File: src/err_signal_pkg.sv
// Purpose: shared constants for the error message decision block
// Assumes: one core clock, asynchronous active-low reset
// Notes: error indices select bits of the severity, mask and status words
`default_nettype none
package err_signal_pkg;
    // uncorrectable error indices
    localparam int unsigned UNC_WIDTH = 8;
    localparam int unsigned UNC_RX_OVERFLOW = 0;
    localparam int unsigned UNC_FC_PROTOCOL = 1;
    localparam int unsigned UNC_ECRC_FAIL = 2;
    localparam int unsigned UNC_MALFORMED = 3;
    localparam int unsigned UNC_UNSUP_REQ = 4;
    localparam int unsigned UNC_COMPL_ABORT = 5;
    localparam int unsigned UNC_UNEXP_COMPL = 6;
    localparam int unsigned UNC_POISONED = 7;
    // additional uncorrectable errors outside packet selection
    localparam int unsigned UNC_COMPL_TIMEOUT = 8;
    localparam int unsigned UNC_DLL_PROTOCOL = 9;
    localparam int unsigned UNC_ALL_WIDTH = 10;
    localparam int unsigned COR_WIDTH = 4;
    // register offsets (word addresses)
    localparam logic [3:0] OFS_CONTROL = 4'h0;
    localparam logic [3:0] OFS_SEVERITY = 4'h1;
    localparam logic [3:0] OFS_UNC_MASK = 4'h2;
    localparam logic [3:0] OFS_COR_MASK = 4'h3;
    localparam logic [3:0] OFS_UNC_STATUS = 4'h4;
    localparam logic [3:0] OFS_COR_STATUS = 4'h5;
    localparam logic [3:0] OFS_MSG_STATUS = 4'h6;
    // control register fields
    localparam int unsigned CTL_COR_EN = 0;
    localparam int unsigned CTL_NONFATAL_EN = 1;
    localparam int unsigned CTL_FATAL_EN = 2;
    localparam int unsigned CTL_SERR_EN = 3;
    localparam int unsigned CTL_WIDTH = 4;
    // reset values
    localparam logic [9:0] SEVERITY_RESET = 10'h0_210;
    localparam logic [9:0] UNC_MASK_RESET = 10'h0_000;
    localparam logic [3:0] COR_MASK_RESET = 4'h0;
    localparam logic [3:0] CONTROL_RESET = 4'h0;
    typedef enum logic [1:0] {
        MSG_NONE = 2'b00,
        MSG_COR = 2'b01,
        MSG_NONFATAL = 2'b11,
        MSG_FATAL = 2'b10
    } msg_class_type;
endpackage
`default_nettype wire

File: src/err_signal.sv
// Purpose: decide which error message a detected error produces
// Assumes: error strobes are one-cycle pulses, synchronous to clk
// Notes: one message decision per cycle; message outputs are one-cycle pulses
`default_nettype none

// Summary of operation
// - severity per uncorrectable error is software programmable
// - without advanced reporting, severities stay fixed
// - class enables gate messages; system-error enable also passes non-fatal and fatal
// - separate per-error uncorrectable and correctable masks
// - disabled class never sends, regardless of masks
// - masked error sets status, no message, no log
// - physical error suppresses later packet errors
// - link-layer error suppresses later transaction errors
// - errors without packet always reported
// - one transaction error per packet by precedence
// - completion timeout reported outside precedence selection
// - advisory: correctable message with advanced reporting, else none
// - escalated fatal advisory error sends fatal message
// - fatal severity never gets advisory handling
// - completer unsupported or abort non-fatal is advisory
// - completer may poison data instead of aborting
// - forwarding receiver treats non-fatal packet error advisory
// - peer-to-peer root unable to forward sends non-fatal, drops
// - unexpected completion hides poison on same packet
module err_signal #(
    parameter bit HAS_AER = 1'b1
) (
    input wire logic clk,
    input wire logic resetn,
    input wire logic [3:0] addr,
    input wire logic [31:0] wdata,
    input wire logic wr,
    input wire logic rd,
    output logic [31:0] rdata,
    // per-packet error report: each layer flags its findings for one packet
    input wire logic pkt_valid,
    input wire logic pkt_phy_err,
    input wire logic pkt_dll_err,
    input wire logic [err_signal_pkg::UNC_WIDTH-1:0] pkt_tl_err,
    input wire logic pkt_forwarding,
    input wire logic pkt_p2p_no_prop,
    input wire logic pkt_completer_role,
    input wire logic pkt_poison_instead,
    // errors not tied to a packet
    input wire logic compl_timeout,
    input wire logic dll_protocol_err,
    input wire logic [err_signal_pkg::COR_WIDTH-1:0] cor_err,
    output logic msg_cor,
    output logic msg_nonfatal,
    output logic msg_fatal,
    output logic drop_packet
);
    localparam int unsigned NU = err_signal_pkg::UNC_ALL_WIDTH;
    localparam int unsigned NC = err_signal_pkg::COR_WIDTH;

    logic [err_signal_pkg::CTL_WIDTH-1:0] control_reg;
    logic [NU-1:0] severity_reg;
    logic [NU-1:0] unc_mask_reg;
    logic [NC-1:0] cor_mask_reg;
    logic [NU-1:0] unc_status_reg;
    logic [NC-1:0] cor_status_reg;
    logic [2:0] msg_seen_reg;
    logic [NU-1:0] unc_event;
    logic [NU-1:0] unc_report;
    logic [NU-1:0] sev_eff;
    logic [7:0] tl_sel;
    logic en_cor;
    logic en_nonfatal;
    logic en_fatal;
    logic want_cor;
    logic want_nonfatal;
    logic want_fatal;
    logic p2p_drop;

    // highest-precedence transaction error of one packet, one-hot
    function automatic logic [7:0] tl_pick(input logic [7:0] e);
        logic [7:0] r;
        r = 8'h00;
        if (e[err_signal_pkg::UNC_RX_OVERFLOW]) begin
            r[err_signal_pkg::UNC_RX_OVERFLOW] = 1'b1;
        end else if (e[err_signal_pkg::UNC_FC_PROTOCOL]) begin
            r[err_signal_pkg::UNC_FC_PROTOCOL] = 1'b1;
        end else if (e[err_signal_pkg::UNC_ECRC_FAIL]) begin
            r[err_signal_pkg::UNC_ECRC_FAIL] = 1'b1;
        end else if (e[err_signal_pkg::UNC_MALFORMED]) begin
            r[err_signal_pkg::UNC_MALFORMED] = 1'b1;
        end else if (e[err_signal_pkg::UNC_UNSUP_REQ]) begin
            r[err_signal_pkg::UNC_UNSUP_REQ] = 1'b1;
        end else if (e[err_signal_pkg::UNC_COMPL_ABORT]) begin
            r[err_signal_pkg::UNC_COMPL_ABORT] = 1'b1;
        end else if (e[err_signal_pkg::UNC_UNEXP_COMPL]) begin
            // keeps one pick even if the exclusive group arrives mixed; hides poison too
            r[err_signal_pkg::UNC_UNEXP_COMPL] = 1'b1;
        end else begin
            r[err_signal_pkg::UNC_POISONED] = e[err_signal_pkg::UNC_POISONED];
        end
        return r;
    endfunction

    // register writes
    always_ff @(posedge clk or negedge resetn) begin
        if (!resetn) begin
            control_reg <= err_signal_pkg::CONTROL_RESET;
            severity_reg <= err_signal_pkg::SEVERITY_RESET;
            unc_mask_reg <= err_signal_pkg::UNC_MASK_RESET;
            cor_mask_reg <= err_signal_pkg::COR_MASK_RESET;
        end else if (wr) begin
            case (addr)
                err_signal_pkg::OFS_CONTROL: control_reg <= wdata[err_signal_pkg::CTL_WIDTH-1:0];
                err_signal_pkg::OFS_SEVERITY: begin
                    if (HAS_AER) begin
                        severity_reg <= wdata[NU-1:0];
                    end
                end
                err_signal_pkg::OFS_UNC_MASK: begin
                    if (HAS_AER) begin
                        unc_mask_reg <= wdata[NU-1:0];
                    end
                end
                err_signal_pkg::OFS_COR_MASK: begin
                    if (HAS_AER) begin
                        cor_mask_reg <= wdata[NC-1:0];
                    end
                end
                default: ;
            endcase
        end
    end

    // fixed severities without advanced reporting
    assign sev_eff = HAS_AER ? severity_reg : err_signal_pkg::SEVERITY_RESET;

    // layer suppression then transaction precedence
    always_comb begin
        unc_event = '0;
        tl_sel = 8'h00;
        if (pkt_valid && !pkt_phy_err && !pkt_dll_err) begin
            tl_sel = tl_pick(pkt_tl_err);
        end
        unc_event[7:0] = tl_sel;
        unc_event[err_signal_pkg::UNC_COMPL_TIMEOUT] = compl_timeout;
        // link protocol errors carry no packet, reported each time
        unc_event[err_signal_pkg::UNC_DLL_PROTOCOL] = dll_protocol_err;
    end

    // masked errors still land in status but never report
    assign unc_report = unc_event & ~unc_mask_reg;
    assign p2p_drop = pkt_p2p_no_prop && pkt_forwarding;

    // severity and role select class, enables gate sending
    always_comb begin
        want_cor = |(cor_err & ~cor_mask_reg);
        want_nonfatal = 1'b0;
        want_fatal = 1'b0;
        for (int i = 0; i < NU; i++) begin
            if (unc_report[i]) begin
                if (sev_eff[i]) begin
                    want_fatal = 1'b1;
                end else if (i < 8 && p2p_drop) begin
                    want_nonfatal = 1'b1;
                end else if (i < 8 && (pkt_forwarding
                             || (pkt_completer_role && !pkt_poison_instead
                                 && (i == err_signal_pkg::UNC_UNSUP_REQ
                                     || i == err_signal_pkg::UNC_COMPL_ABORT)))) begin
                    want_cor = want_cor | HAS_AER;
                end else begin
                    want_nonfatal = 1'b1;
                end
            end
        end
    end

    // class enables: device control bits, or system-error enable for non-fatal and fatal
    assign en_cor = control_reg[err_signal_pkg::CTL_COR_EN];
    assign en_nonfatal = control_reg[err_signal_pkg::CTL_NONFATAL_EN] | control_reg[err_signal_pkg::CTL_SERR_EN];
    assign en_fatal = control_reg[err_signal_pkg::CTL_FATAL_EN] | control_reg[err_signal_pkg::CTL_SERR_EN];

    always_ff @(posedge clk or negedge resetn) begin
        if (!resetn) begin
            msg_cor <= 1'b0;
            msg_nonfatal <= 1'b0;
            msg_fatal <= 1'b0;
            drop_packet <= 1'b0;
        end else begin
            msg_cor <= want_cor & en_cor;
            msg_nonfatal <= want_nonfatal & en_nonfatal;
            msg_fatal <= want_fatal & en_fatal;
            drop_packet <= pkt_valid & p2p_drop & (|pkt_tl_err);
        end
    end

    // sticky status, write one to clear, a new event wins over clear
    always_ff @(posedge clk or negedge resetn) begin
        if (!resetn) begin
            unc_status_reg <= '0;
            cor_status_reg <= '0;
        end else begin
            unc_status_reg <= (unc_status_reg
                & ~((wr && addr == err_signal_pkg::OFS_UNC_STATUS) ? wdata[NU-1:0] : '0))
                | unc_event;
            cor_status_reg <= (cor_status_reg
                & ~((wr && addr == err_signal_pkg::OFS_COR_STATUS) ? wdata[NC-1:0] : '0))
                | cor_err;
        end
    end

    // record of messages sent, write one to clear
    always_ff @(posedge clk or negedge resetn) begin
        if (!resetn) begin
            msg_seen_reg <= '0;
        end else begin
            msg_seen_reg <= (msg_seen_reg
                & ~((wr && addr == err_signal_pkg::OFS_MSG_STATUS) ? wdata[2:0] : 3'h0))
                | {msg_fatal, msg_nonfatal, msg_cor};
        end
    end

    always_ff @(posedge clk or negedge resetn) begin
        if (!resetn) begin
            rdata <= '0;
        end else if (rd) begin
            case (addr)
                err_signal_pkg::OFS_CONTROL: rdata <= {28'h000_0000, control_reg};
                err_signal_pkg::OFS_SEVERITY: rdata <= {22'h00_0000, sev_eff};
                err_signal_pkg::OFS_UNC_MASK: rdata <= {22'h00_0000, unc_mask_reg};
                err_signal_pkg::OFS_COR_MASK: rdata <= {28'h000_0000, cor_mask_reg};
                err_signal_pkg::OFS_UNC_STATUS: rdata <= {22'h00_0000, unc_status_reg};
                err_signal_pkg::OFS_COR_STATUS: rdata <= {28'h000_0000, cor_status_reg};
                err_signal_pkg::OFS_MSG_STATUS: rdata <= {29'h0000_0000, msg_seen_reg};
                default: rdata <= '0;
            endcase
        end else begin
            rdata <= '0;
        end
    end

    masked_silent_a: assert property (@(posedge clk) disable iff (!resetn)
        (compl_timeout && unc_mask_reg[err_signal_pkg::UNC_COMPL_TIMEOUT] && cor_err == '0
         && !pkt_valid && !dll_protocol_err)
        |=> !msg_cor && !msg_nonfatal && !msg_fatal)
        else $error("masked error produced a message");

    masked_status_a: assert property (@(posedge clk) disable iff (!resetn)
        compl_timeout |=> unc_status_reg[err_signal_pkg::UNC_COMPL_TIMEOUT])
        else $error("status not set for detected error");

    class_gate_a: assert property (@(posedge clk) disable iff (!resetn)
        !$past(en_fatal) |-> !msg_fatal)
        else $error("fatal message sent while disabled");

    phy_suppress_a: assert property (@(posedge clk) disable iff (!resetn)
        (pkt_valid && pkt_phy_err) |-> unc_event[7:0] == 8'h00)
        else $error("packet error reported after physical error");

    dll_suppress_a: assert property (@(posedge clk) disable iff (!resetn)
        (pkt_valid && pkt_dll_err) |-> tl_sel == 8'h00)
        else $error("transaction error reported after link error");

    one_per_pkt_a: assert property (@(posedge clk) disable iff (!resetn)
        $onehot0(tl_sel))
        else $error("more than one transaction error chosen");

    unexp_poison_a: assert property (@(posedge clk) disable iff (!resetn)
        (pkt_valid && pkt_tl_err[err_signal_pkg::UNC_UNEXP_COMPL]) |-> !tl_sel[err_signal_pkg::UNC_POISONED])
        else $error("poison reported beside unexpected completion");

    timeout_indep_a: assert property (@(posedge clk) disable iff (!resetn)
        compl_timeout |-> unc_event[err_signal_pkg::UNC_COMPL_TIMEOUT])
        else $error("completion timeout lost");

    fatal_sent_a: assert property (@(posedge clk) disable iff (!resetn)
        (compl_timeout && !unc_mask_reg[err_signal_pkg::UNC_COMPL_TIMEOUT]
         && sev_eff[err_signal_pkg::UNC_COMPL_TIMEOUT] && en_fatal) |=> msg_fatal)
        else $error("fatal error not signalled fatal");

    advisory_cor_a: assert property (@(posedge clk) disable iff (!resetn)
        (pkt_valid && pkt_forwarding && !pkt_p2p_no_prop && !pkt_phy_err && !pkt_dll_err
         && pkt_tl_err == 8'h80 && !unc_mask_reg[7] && !sev_eff[7] && !compl_timeout
         && !dll_protocol_err) |=> !msg_nonfatal && (msg_cor == (HAS_AER && $past(en_cor))))
        else $error("forwarded poison not advisory");

    cor_gate_a: assert property (@(posedge clk) disable iff (!resetn)
        !$past(en_cor) |-> !msg_cor)
        else $error("correctable message sent while disabled");

    nonfatal_gate_a: assert property (@(posedge clk) disable iff (!resetn)
        !$past(en_nonfatal) |-> !msg_nonfatal)
        else $error("non-fatal message sent while disabled");

    cor_report_a: assert property (@(posedge clk) disable iff (!resetn)
        ((cor_err & ~cor_mask_reg) != 4'h0 && en_cor) |=> msg_cor)
        else $error("unmasked correctable error not reported");

    cor_status_a: assert property (@(posedge clk) disable iff (!resetn)
        (cor_err != 4'h0) |=> (cor_status_reg & $past(cor_err)) == $past(cor_err))
        else $error("correctable status not set");

    sel_status_a: assert property (@(posedge clk) disable iff (!resetn)
        (tl_sel != 8'h00) |=> (unc_status_reg[7:0] & $past(tl_sel)) == $past(tl_sel))
        else $error("selected packet error not in status");

    masked_pkt_a: assert property (@(posedge clk) disable iff (!resetn)
        (tl_sel != 8'h00 && (tl_sel & ~unc_mask_reg[7:0]) == 8'h00 && !compl_timeout && !dll_protocol_err)
        |=> !msg_nonfatal && !msg_fatal)
        else $error("masked packet error produced a message");

    precedence_a: assert property (@(posedge clk) disable iff (!resetn)
        (pkt_valid && !pkt_phy_err && !pkt_dll_err && pkt_tl_err[err_signal_pkg::UNC_RX_OVERFLOW])
        |-> tl_sel == 8'h01)
        else $error("receiver overflow not chosen first");

    link_each_a: assert property (@(posedge clk) disable iff (!resetn)
        (dll_protocol_err && !unc_mask_reg[err_signal_pkg::UNC_DLL_PROTOCOL] && en_fatal && en_nonfatal)
        |=> msg_fatal || msg_nonfatal)
        else $error("link protocol error not reported");

    serr_fatal_a: assert property (@(posedge clk) disable iff (!resetn)
        (control_reg[err_signal_pkg::CTL_SERR_EN] && compl_timeout
         && !unc_mask_reg[err_signal_pkg::UNC_COMPL_TIMEOUT] && sev_eff[err_signal_pkg::UNC_COMPL_TIMEOUT])
        |=> msg_fatal)
        else $error("system-error enable did not pass fatal message");

    fatal_pkt_a: assert property (@(posedge clk) disable iff (!resetn)
        ((tl_sel & ~unc_mask_reg[7:0] & sev_eff[7:0]) != 8'h00 && en_fatal) |=> msg_fatal)
        else $error("fatal packet error not signalled fatal");

    escalate_a: assert property (@(posedge clk) disable iff (!resetn)
        (pkt_forwarding && (tl_sel & ~unc_mask_reg[7:0] & sev_eff[7:0]) != 8'h00 && en_fatal) |=> msg_fatal)
        else $error("escalated advisory error not fatal");

    completer_adv_a: assert property (@(posedge clk) disable iff (!resetn)
        (pkt_completer_role && !pkt_poison_instead && !pkt_p2p_no_prop && !compl_timeout && !dll_protocol_err
         && (tl_sel[5:4] & ~unc_mask_reg[5:4] & ~sev_eff[5:4]) != 2'b00) |=> !msg_nonfatal)
        else $error("completer abort reported non-fatal");

    poison_instead_a: assert property (@(posedge clk) disable iff (!resetn)
        (pkt_completer_role && pkt_poison_instead && !pkt_forwarding && en_nonfatal
         && (tl_sel[5:4] & ~unc_mask_reg[5:4] & ~sev_eff[5:4]) != 2'b00) |=> msg_nonfatal)
        else $error("poisoning completer not reported non-fatal");

    p2p_drop_a: assert property (@(posedge clk) disable iff (!resetn)
        (pkt_valid && pkt_forwarding && pkt_p2p_no_prop && pkt_tl_err != 8'h00) |=> drop_packet)
        else $error("peer-to-peer packet with error not dropped");

    p2p_msg_a: assert property (@(posedge clk) disable iff (!resetn)
        (pkt_forwarding && pkt_p2p_no_prop && (tl_sel & ~unc_mask_reg[7:0] & ~sev_eff[7:0]) != 8'h00
         && en_nonfatal) |=> msg_nonfatal)
        else $error("peer-to-peer error not reported non-fatal");
endmodule
`default_nettype wire

File: config.mk
export PLATFORM = sky130hd
export DESIGN_NAME = err_signal
export DESIGN_NICKNAME = d
export VERILOG_FILES = /design/src/err_signal_pkg.sv /design/src/err_signal.sv
export SDC_FILE = /design/constraint.sdc
export NUM_CORES = 1
export LEC_CHECK = 0
export BUFFER_PORTS_ARGS = -buffer_cell sky130_fd_sc_hd__buf_2
export CAP_MARGIN = 20
export CORE_ASPECT_RATIO = 1.75
export CORE_MARGIN = 2
export CORE_UTILIZATION = 28
export CTS_CLUSTER_SIZE = 10
export DETAILED_ROUTE_END_ITERATION = 10
export SLEW_MARGIN = 20
export SYNTH_ARGS = -nofsm -noshare
export SYNTH_HDL_FRONTEND = slang
export SYNTH_SLANG_ARGS = --single-unit
export TNS_END_PERCENT = 10
File: constraint.sdc
create_clock -name clk -period 3.6 [get_ports clk]
set_input_delay 0 -clock clk [delete_from_list [all_inputs] [get_ports clk]]
set_output_delay 0 -clock clk [all_outputs]
set_load 0.05 [all_outputs]
* Yosys cells after proc, flatten, opt, wreduce, memory -nomap -nowiden *
Index checks and enable logic that the tools add are counted.

word-level totals
  register bits after elaboration = 81
  bits of input ports = 61
  output and inout bits = 36
  word-level logic and storage cells = 164

operators by class
  multiplexer cells = 108
  equality and inequality tests = 6
  bitwise operators = 20
  reduce and logical (&&, ||, !) cells = 18

operator list
  operator                                                                count
  1-bit two-way mux                                                       96
  10-bit case mux with 7 select lines                                     1
  32-bit two-way mux                                                      1
  10-bit AND                                                              2
  10-bit inverter                                                         2
  4-bit by 3-bit equality test with 1-bit output (second input constant)  3
  10-bit two-way mux                                                      1
  10-bit OR                                                               1
  4-bit AND                                                               2
  4-bit by 2-bit equality test with 1-bit output (second input constant)  2
  4-bit two-way mux                                                       2
  8-bit two-way mux                                                       1
  4-bit inverter                                                          2
  2-bit AND reduction                                                     4
  8-bit OR reduction                                                      1
  1-bit logical AND                                                       7
  7-bit two-way mux                                                       1
  3-bit two-way mux                                                       2
  6-bit two-way mux                                                       1
  1-bit AND                                                               5
  5-bit two-way mux                                                       1
  4-bit by 1-bit equality test with 1-bit output (second input constant)  1
  4-bit zero test                                                         1
  4-bit OR                                                                1
  8 further kinds                                                         11

* Logic depth before layout (Yosys ltp) *
  depth after elaboration = 43
  gate-level depth with buffers = 6

* Worst setup path before layout *
OpenSTA, ideal clock, no wires.

  path kind = input port to flip-flop
  from = input port addr[3]
  to = register unc_mask_reg[0]
  arrival = 1.217 ns
  slack = 2.258 ns
  setup time = 0.125 ns
  stages = 5
  required time = 3.475 ns
  cell sequence = clkbuf_1 nor2_1 and3_1 buf_2 mux2_2

on the way
  cells in the longest elaborated chain, start to end = 2

ends and longest elaborated chain
  what                                            RTL line           RTL
  from (decl)                                     err_signal.sv:31   input wire logic [3:0] addr,
  4-bit by 2-bit equality test with 1-bit output  err_signal.sv:109  case (addr)
  2-bit AND reduction (no source line)            --
  to (signal assigned)                            err_signal.sv:106  unc_mask_reg <= err_signal_pkg::UNC_MASK_RESET;
  to (signal assigned)                            err_signal.sv:118  unc_mask_reg <= wdata[NU-1:0];
  to (decl)                                       err_signal.sv:59   logic [NU-1:0] unc_mask_reg;

No other way between the ends.
A chain may end at the register's enable or synchronous reset.

* Final worst setup path *
  from = input port pkt_valid
  to = register msg_fatal

on the way
  cells in the longest elaborated chain, start to end = 24

ends and longest elaborated chain
  what                               RTL line           RTL
  from (decl)                        err_signal.sv:37   input wire logic pkt_valid,
  1-bit logical AND * (2 in series)  err_signal.sv:138  if (pkt_valid && !pkt_phy_err && !pkt_dll_err) begin
  8-bit two-way mux *                err_signal.sv:138
  10-bit AND *                       err_signal.sv:148  assign unc_report = unc_event & ~unc_mask_reg;
  1-bit two-way mux                  err_signal.sv:157  if (unc_report[i]) begin
  1-bit two-way mux                  err_signal.sv:158  if (sev_eff[i]) begin
  1-bit two-way mux                  err_signal.sv:157
  1-bit two-way mux                  err_signal.sv:158
  1-bit two-way mux                  err_signal.sv:157
  [7 not listed]                     --
  1-bit two-way mux                  err_signal.sv:157
  1-bit two-way mux                  err_signal.sv:158
  1-bit two-way mux *                err_signal.sv:157
  1-bit two-way mux                  err_signal.sv:158
  1-bit two-way mux *                err_signal.sv:157
  1-bit two-way mux                  err_signal.sv:158
  1-bit two-way mux *                err_signal.sv:157
  1-bit AND *                        err_signal.sv:188  msg_fatal <= want_fatal & en_fatal;
  to (signal assigned)               err_signal.sv:188
  to (decl)                          err_signal.sv:51   output logic msg_fatal,

Every way passes the cells marked *; elsewhere a longest branch is shown, timed or not.

==> results.txt <==
Routed WL -> 8430 µm
ys flop type -> dfrtp_1
CTS sink count -> 59
Fin. Hold Viols -> 0
CP Launch Point -> pkt_valid
Internal Power -> 1450 µW
Register Area -> 0.00148 mm²
worst-path maximum fanout -> 4
maximum clock frequency -> 513 MHz
async set-reset flop share out of synthesis -> 100%
count of cell types in the netlist -> 52
register area share after synthesis -> 47.9%
CTS Root Cell -> clkbuf_16
DRC Markers -> 0
Power Density -> 523 mW/mm²
relative slew slack -> 49.3%
worst r2r path cells -> 5
H-Tree Depth -> 3
reg2reg setup slack -> 2.13 ns
main combinational cell family by area after synthesis -> simple AND/OR/NAND/NOR gates
reg2reg start -> sev_eff[4]
vias in the first global route -> 2,490
Area growth syn-to-layout -> 26.7%
remaining global-route overflow -> 0
Post-CTS Setup Inserts -> 0
router iterations before antenna repair -> 4
Net Sw Power -> 603 µW
Reg clk slew, reported paths -> 0.05 ns
max cap viols -> 0
post-placement worst setup slack -> 1.58 ns
post-synth top area share -> 46.2%
width of the die -> 83.4 µm
num ports -> 97
CP Depth -> 7
Setup-failing EPs final -> 0
worst-case clock buffer depth -> 2
Final Cycle Share -> 54.2%
Min-Delay Path Class -> in2reg
crit path DAT -> 2.20 ns
fillers -> 1,081
post-synthesis compound-gate area fraction -> 13.7%
critical path class -> in2reg
initial antenna violation count -> 0
Initial Util -> 28.9%
clk_lat worst skew -> 0.33 ns
ANT cells -> 0
die height -> 143 µm
Post-Syn Instances -> 285
VDD IR-drop max -> 0.336 mV
Tmin final -> 1.95 ns
Tot GR Track Use -> 14.8%
synthesized area -> 0.00309 mm²
dominant cells by area after synthesis -> dfrtp_1, mux2_2, buf_4, nand2_1, nor2_1
GP Congestion -> 0.804
Detail Placement HPWL -> 6210 µm
area of the multi-input gates -> 0.00146 mm²
share of layout cells above drive strength 1 -> 29.7%
Final Worst Setup Slack -> 1.65 ns
Avg Synthesized Cell Area -> 10.8 µm²
TritonCTS Buffers -> 9
largest net degree at the start of global routing -> 60
Slew Limit Fails -> 0
worst-margin pin slew -> 0.761 ns
most frequent cell after synthesis -> dfrtp_1
CP endpoint -> msg_fatal
number of synthesized flops with an enable pin -> 0
CP max-delay cell -> dlygate4sd3_1
first-pass GRT wire length -> 13,200 µm
static leakage -> 0.00173 µW
num rows -> 50
die area -> 0.0119 mm²
routed vias -> 2,460
Post-DRT Antenna Nets -> 0
fin nets -> 426
Setup crit end kind -> flip-flop
final hold slack -> 0.0202 ns
power share of the combinational group -> 19.7%
Post-Synth XOR/XNOR Area -> 0%
synthesized-area fraction occupied by adder cells -> 0%
post-synth top area cell -> dfrtp_1
clk_skew -> 0.00491 ns
wire per inst -> 16.9 µm
Worst Setup Start Kind -> input pin
sequential share of power -> 42.2%
Port Buffers -> 52
max incr delay on CP -> 0.52 ns
Setup TNS -> 0 ns
Vias/cell -> 4.92
Critical R2R Capture -> msg_nonfatal
CP Cell Sequence -> dlygate4sd3_1 -> buf_2 -> or3b_2 -> nor3_1 -> a21boi_0 -> a2111oi_0 -> a21oi_1
Critical path buffers and inverters -> 2
Yosys reg bits -> 59
Clock Power Share -> 38.1%
switch share -> 29.4%
family with the most delay on the worst path -> simple AND/OR/NAND/NOR gates
mux contribution to synthesized area -> 14.3%
Core Region -> 0.0107 mm²
DR iter-0 viols -> 223
CTS tree -> done
Synth Warn # -> 0
Req. time, crit path -> 3.85 ns
status -> completed
RSZ-0062 raised after global routing -> no
Synth Area in Simple Gates -> 16.5%
Post-synth top cells -> dfrtp_1, mux2_2, nand2_1
Hold Path Stages -> 2
[area by class of cell]
| type | count | area share (%) |
|---|---|---|
| clock buffers | 14 | 6.75 |
| repair buffers | 77 | 12.9 |
| well taps | 130 | 4.16 |
| inverters | 9 | 0.863 |
| flip-flops and latches | 59 | 37.8 |
| clock inverters | 2 | 0.256 |
| multi-input cells | 209 | 37.3 |
[metrics by stage]
step / util (%) / std cells / instance area [µm²] / power [µW]
4_1_cts: 36.5 / 499 / 3900 / 2070
3_3_place_gp: 31.9 / 461 / 3410 / 1250
5_1_grt: 36.6 / 500 / 3910 / 2140
2_1_floorplan: - / 306 / 3170 / 1150
6_report: 36.6 / 500 / 3910 / 2050
3_5_place_dp: 31.9 / 461 / 3410 / 1260
[placed cells by master, fill, tap and decap left out, types with 3 or more instances in the layout]
cell / instances
clkbuf_16: 9
nand2_1: 27
o21ai_0: 3
nand3b_1: 9
a22o_1: 9
nor3b_1: 5
inv_1: 9
a31oi_1: 4
a21o_1: 10
a22oi_1: 6
dfrtp_1: 57
a32o_1: 3
buf_2: 52
conb_1: 22
dlygate4sd3_1: 23
nand3_1: 4
nor3_1: 5
nor2_1: 22
nor2b_1: 3
mux2i_1: 7
mux2_2: 31
clkbuf_1: 3
[repair_timing]
item	4_1_cts	5_1_grt
endpoints found under the setup margin	0	0
gates resized for setup	0	0
hold endpoints to repair	84	1
hold buffers	22	1
[power groups by stage]
stage | Combinational, µW | Sequential (µW) | Clock (µW)
finish | 403 | 865 | 780
global route | 435 | 878 | 831
CTS | 405 | 864 | 801
detailed placement | 387 | 874 | 0
global placement | 381 | 869 | 0
floorplan | 260 | 886 | 0
[worst register-to-register path, delay by kind of cell (launching register included)]
| kind | cells | cell delay [ns] |
|---|---|---|
| flip-flops | 1 | 0.54 |
| AND/OR/NAND/NOR | 2 | 0.13 |
| AO/OA/AOI/OAI | 3 | 0.66 |
[cell families (layout without fill, tap and decap cells)]
| group | after synthesis | count (layout) |
|---|---|---|
| AND/OR/NAND/NOR | 94 | 94 |
| flip-flops | 59 | 59 |
| AO/OA/AOI/OAI | 54 | 54 |
| multiplexers | 39 | 39 |
| buffers and inverters | 38 | 102 |
| other | 1 | 22 |
[layer usage]
metal / track usage [%] / vias up / routed length [µm]
met5: 0 / - / 0
li1: - / 1154 / -
met1: 15.1 / 1202 / 3080
met4: 8.63 / 0 / 302
met2: 27.2 / 88 / 4610
met3: 3.76 / 16 / 428
[how the worst min path moves through the flow]
stage                             start                end  slack [ns]
after floorplan                  resetn     control_reg[0]       -0.30
after global placement       cor_err[0]  cor_status_reg[0]        0.19
after detailed placement         resetn           rdata[5]        0.21
after CTS                 pkt_tl_err[3]  unc_status_reg[3]       0.002
after global routing      pkt_tl_err[4]  unc_status_reg[4]        0.03
final                     pkt_tl_err[4]  unc_status_reg[4]        0.02
No activity file was read; power rests on OpenSTA's default activity.
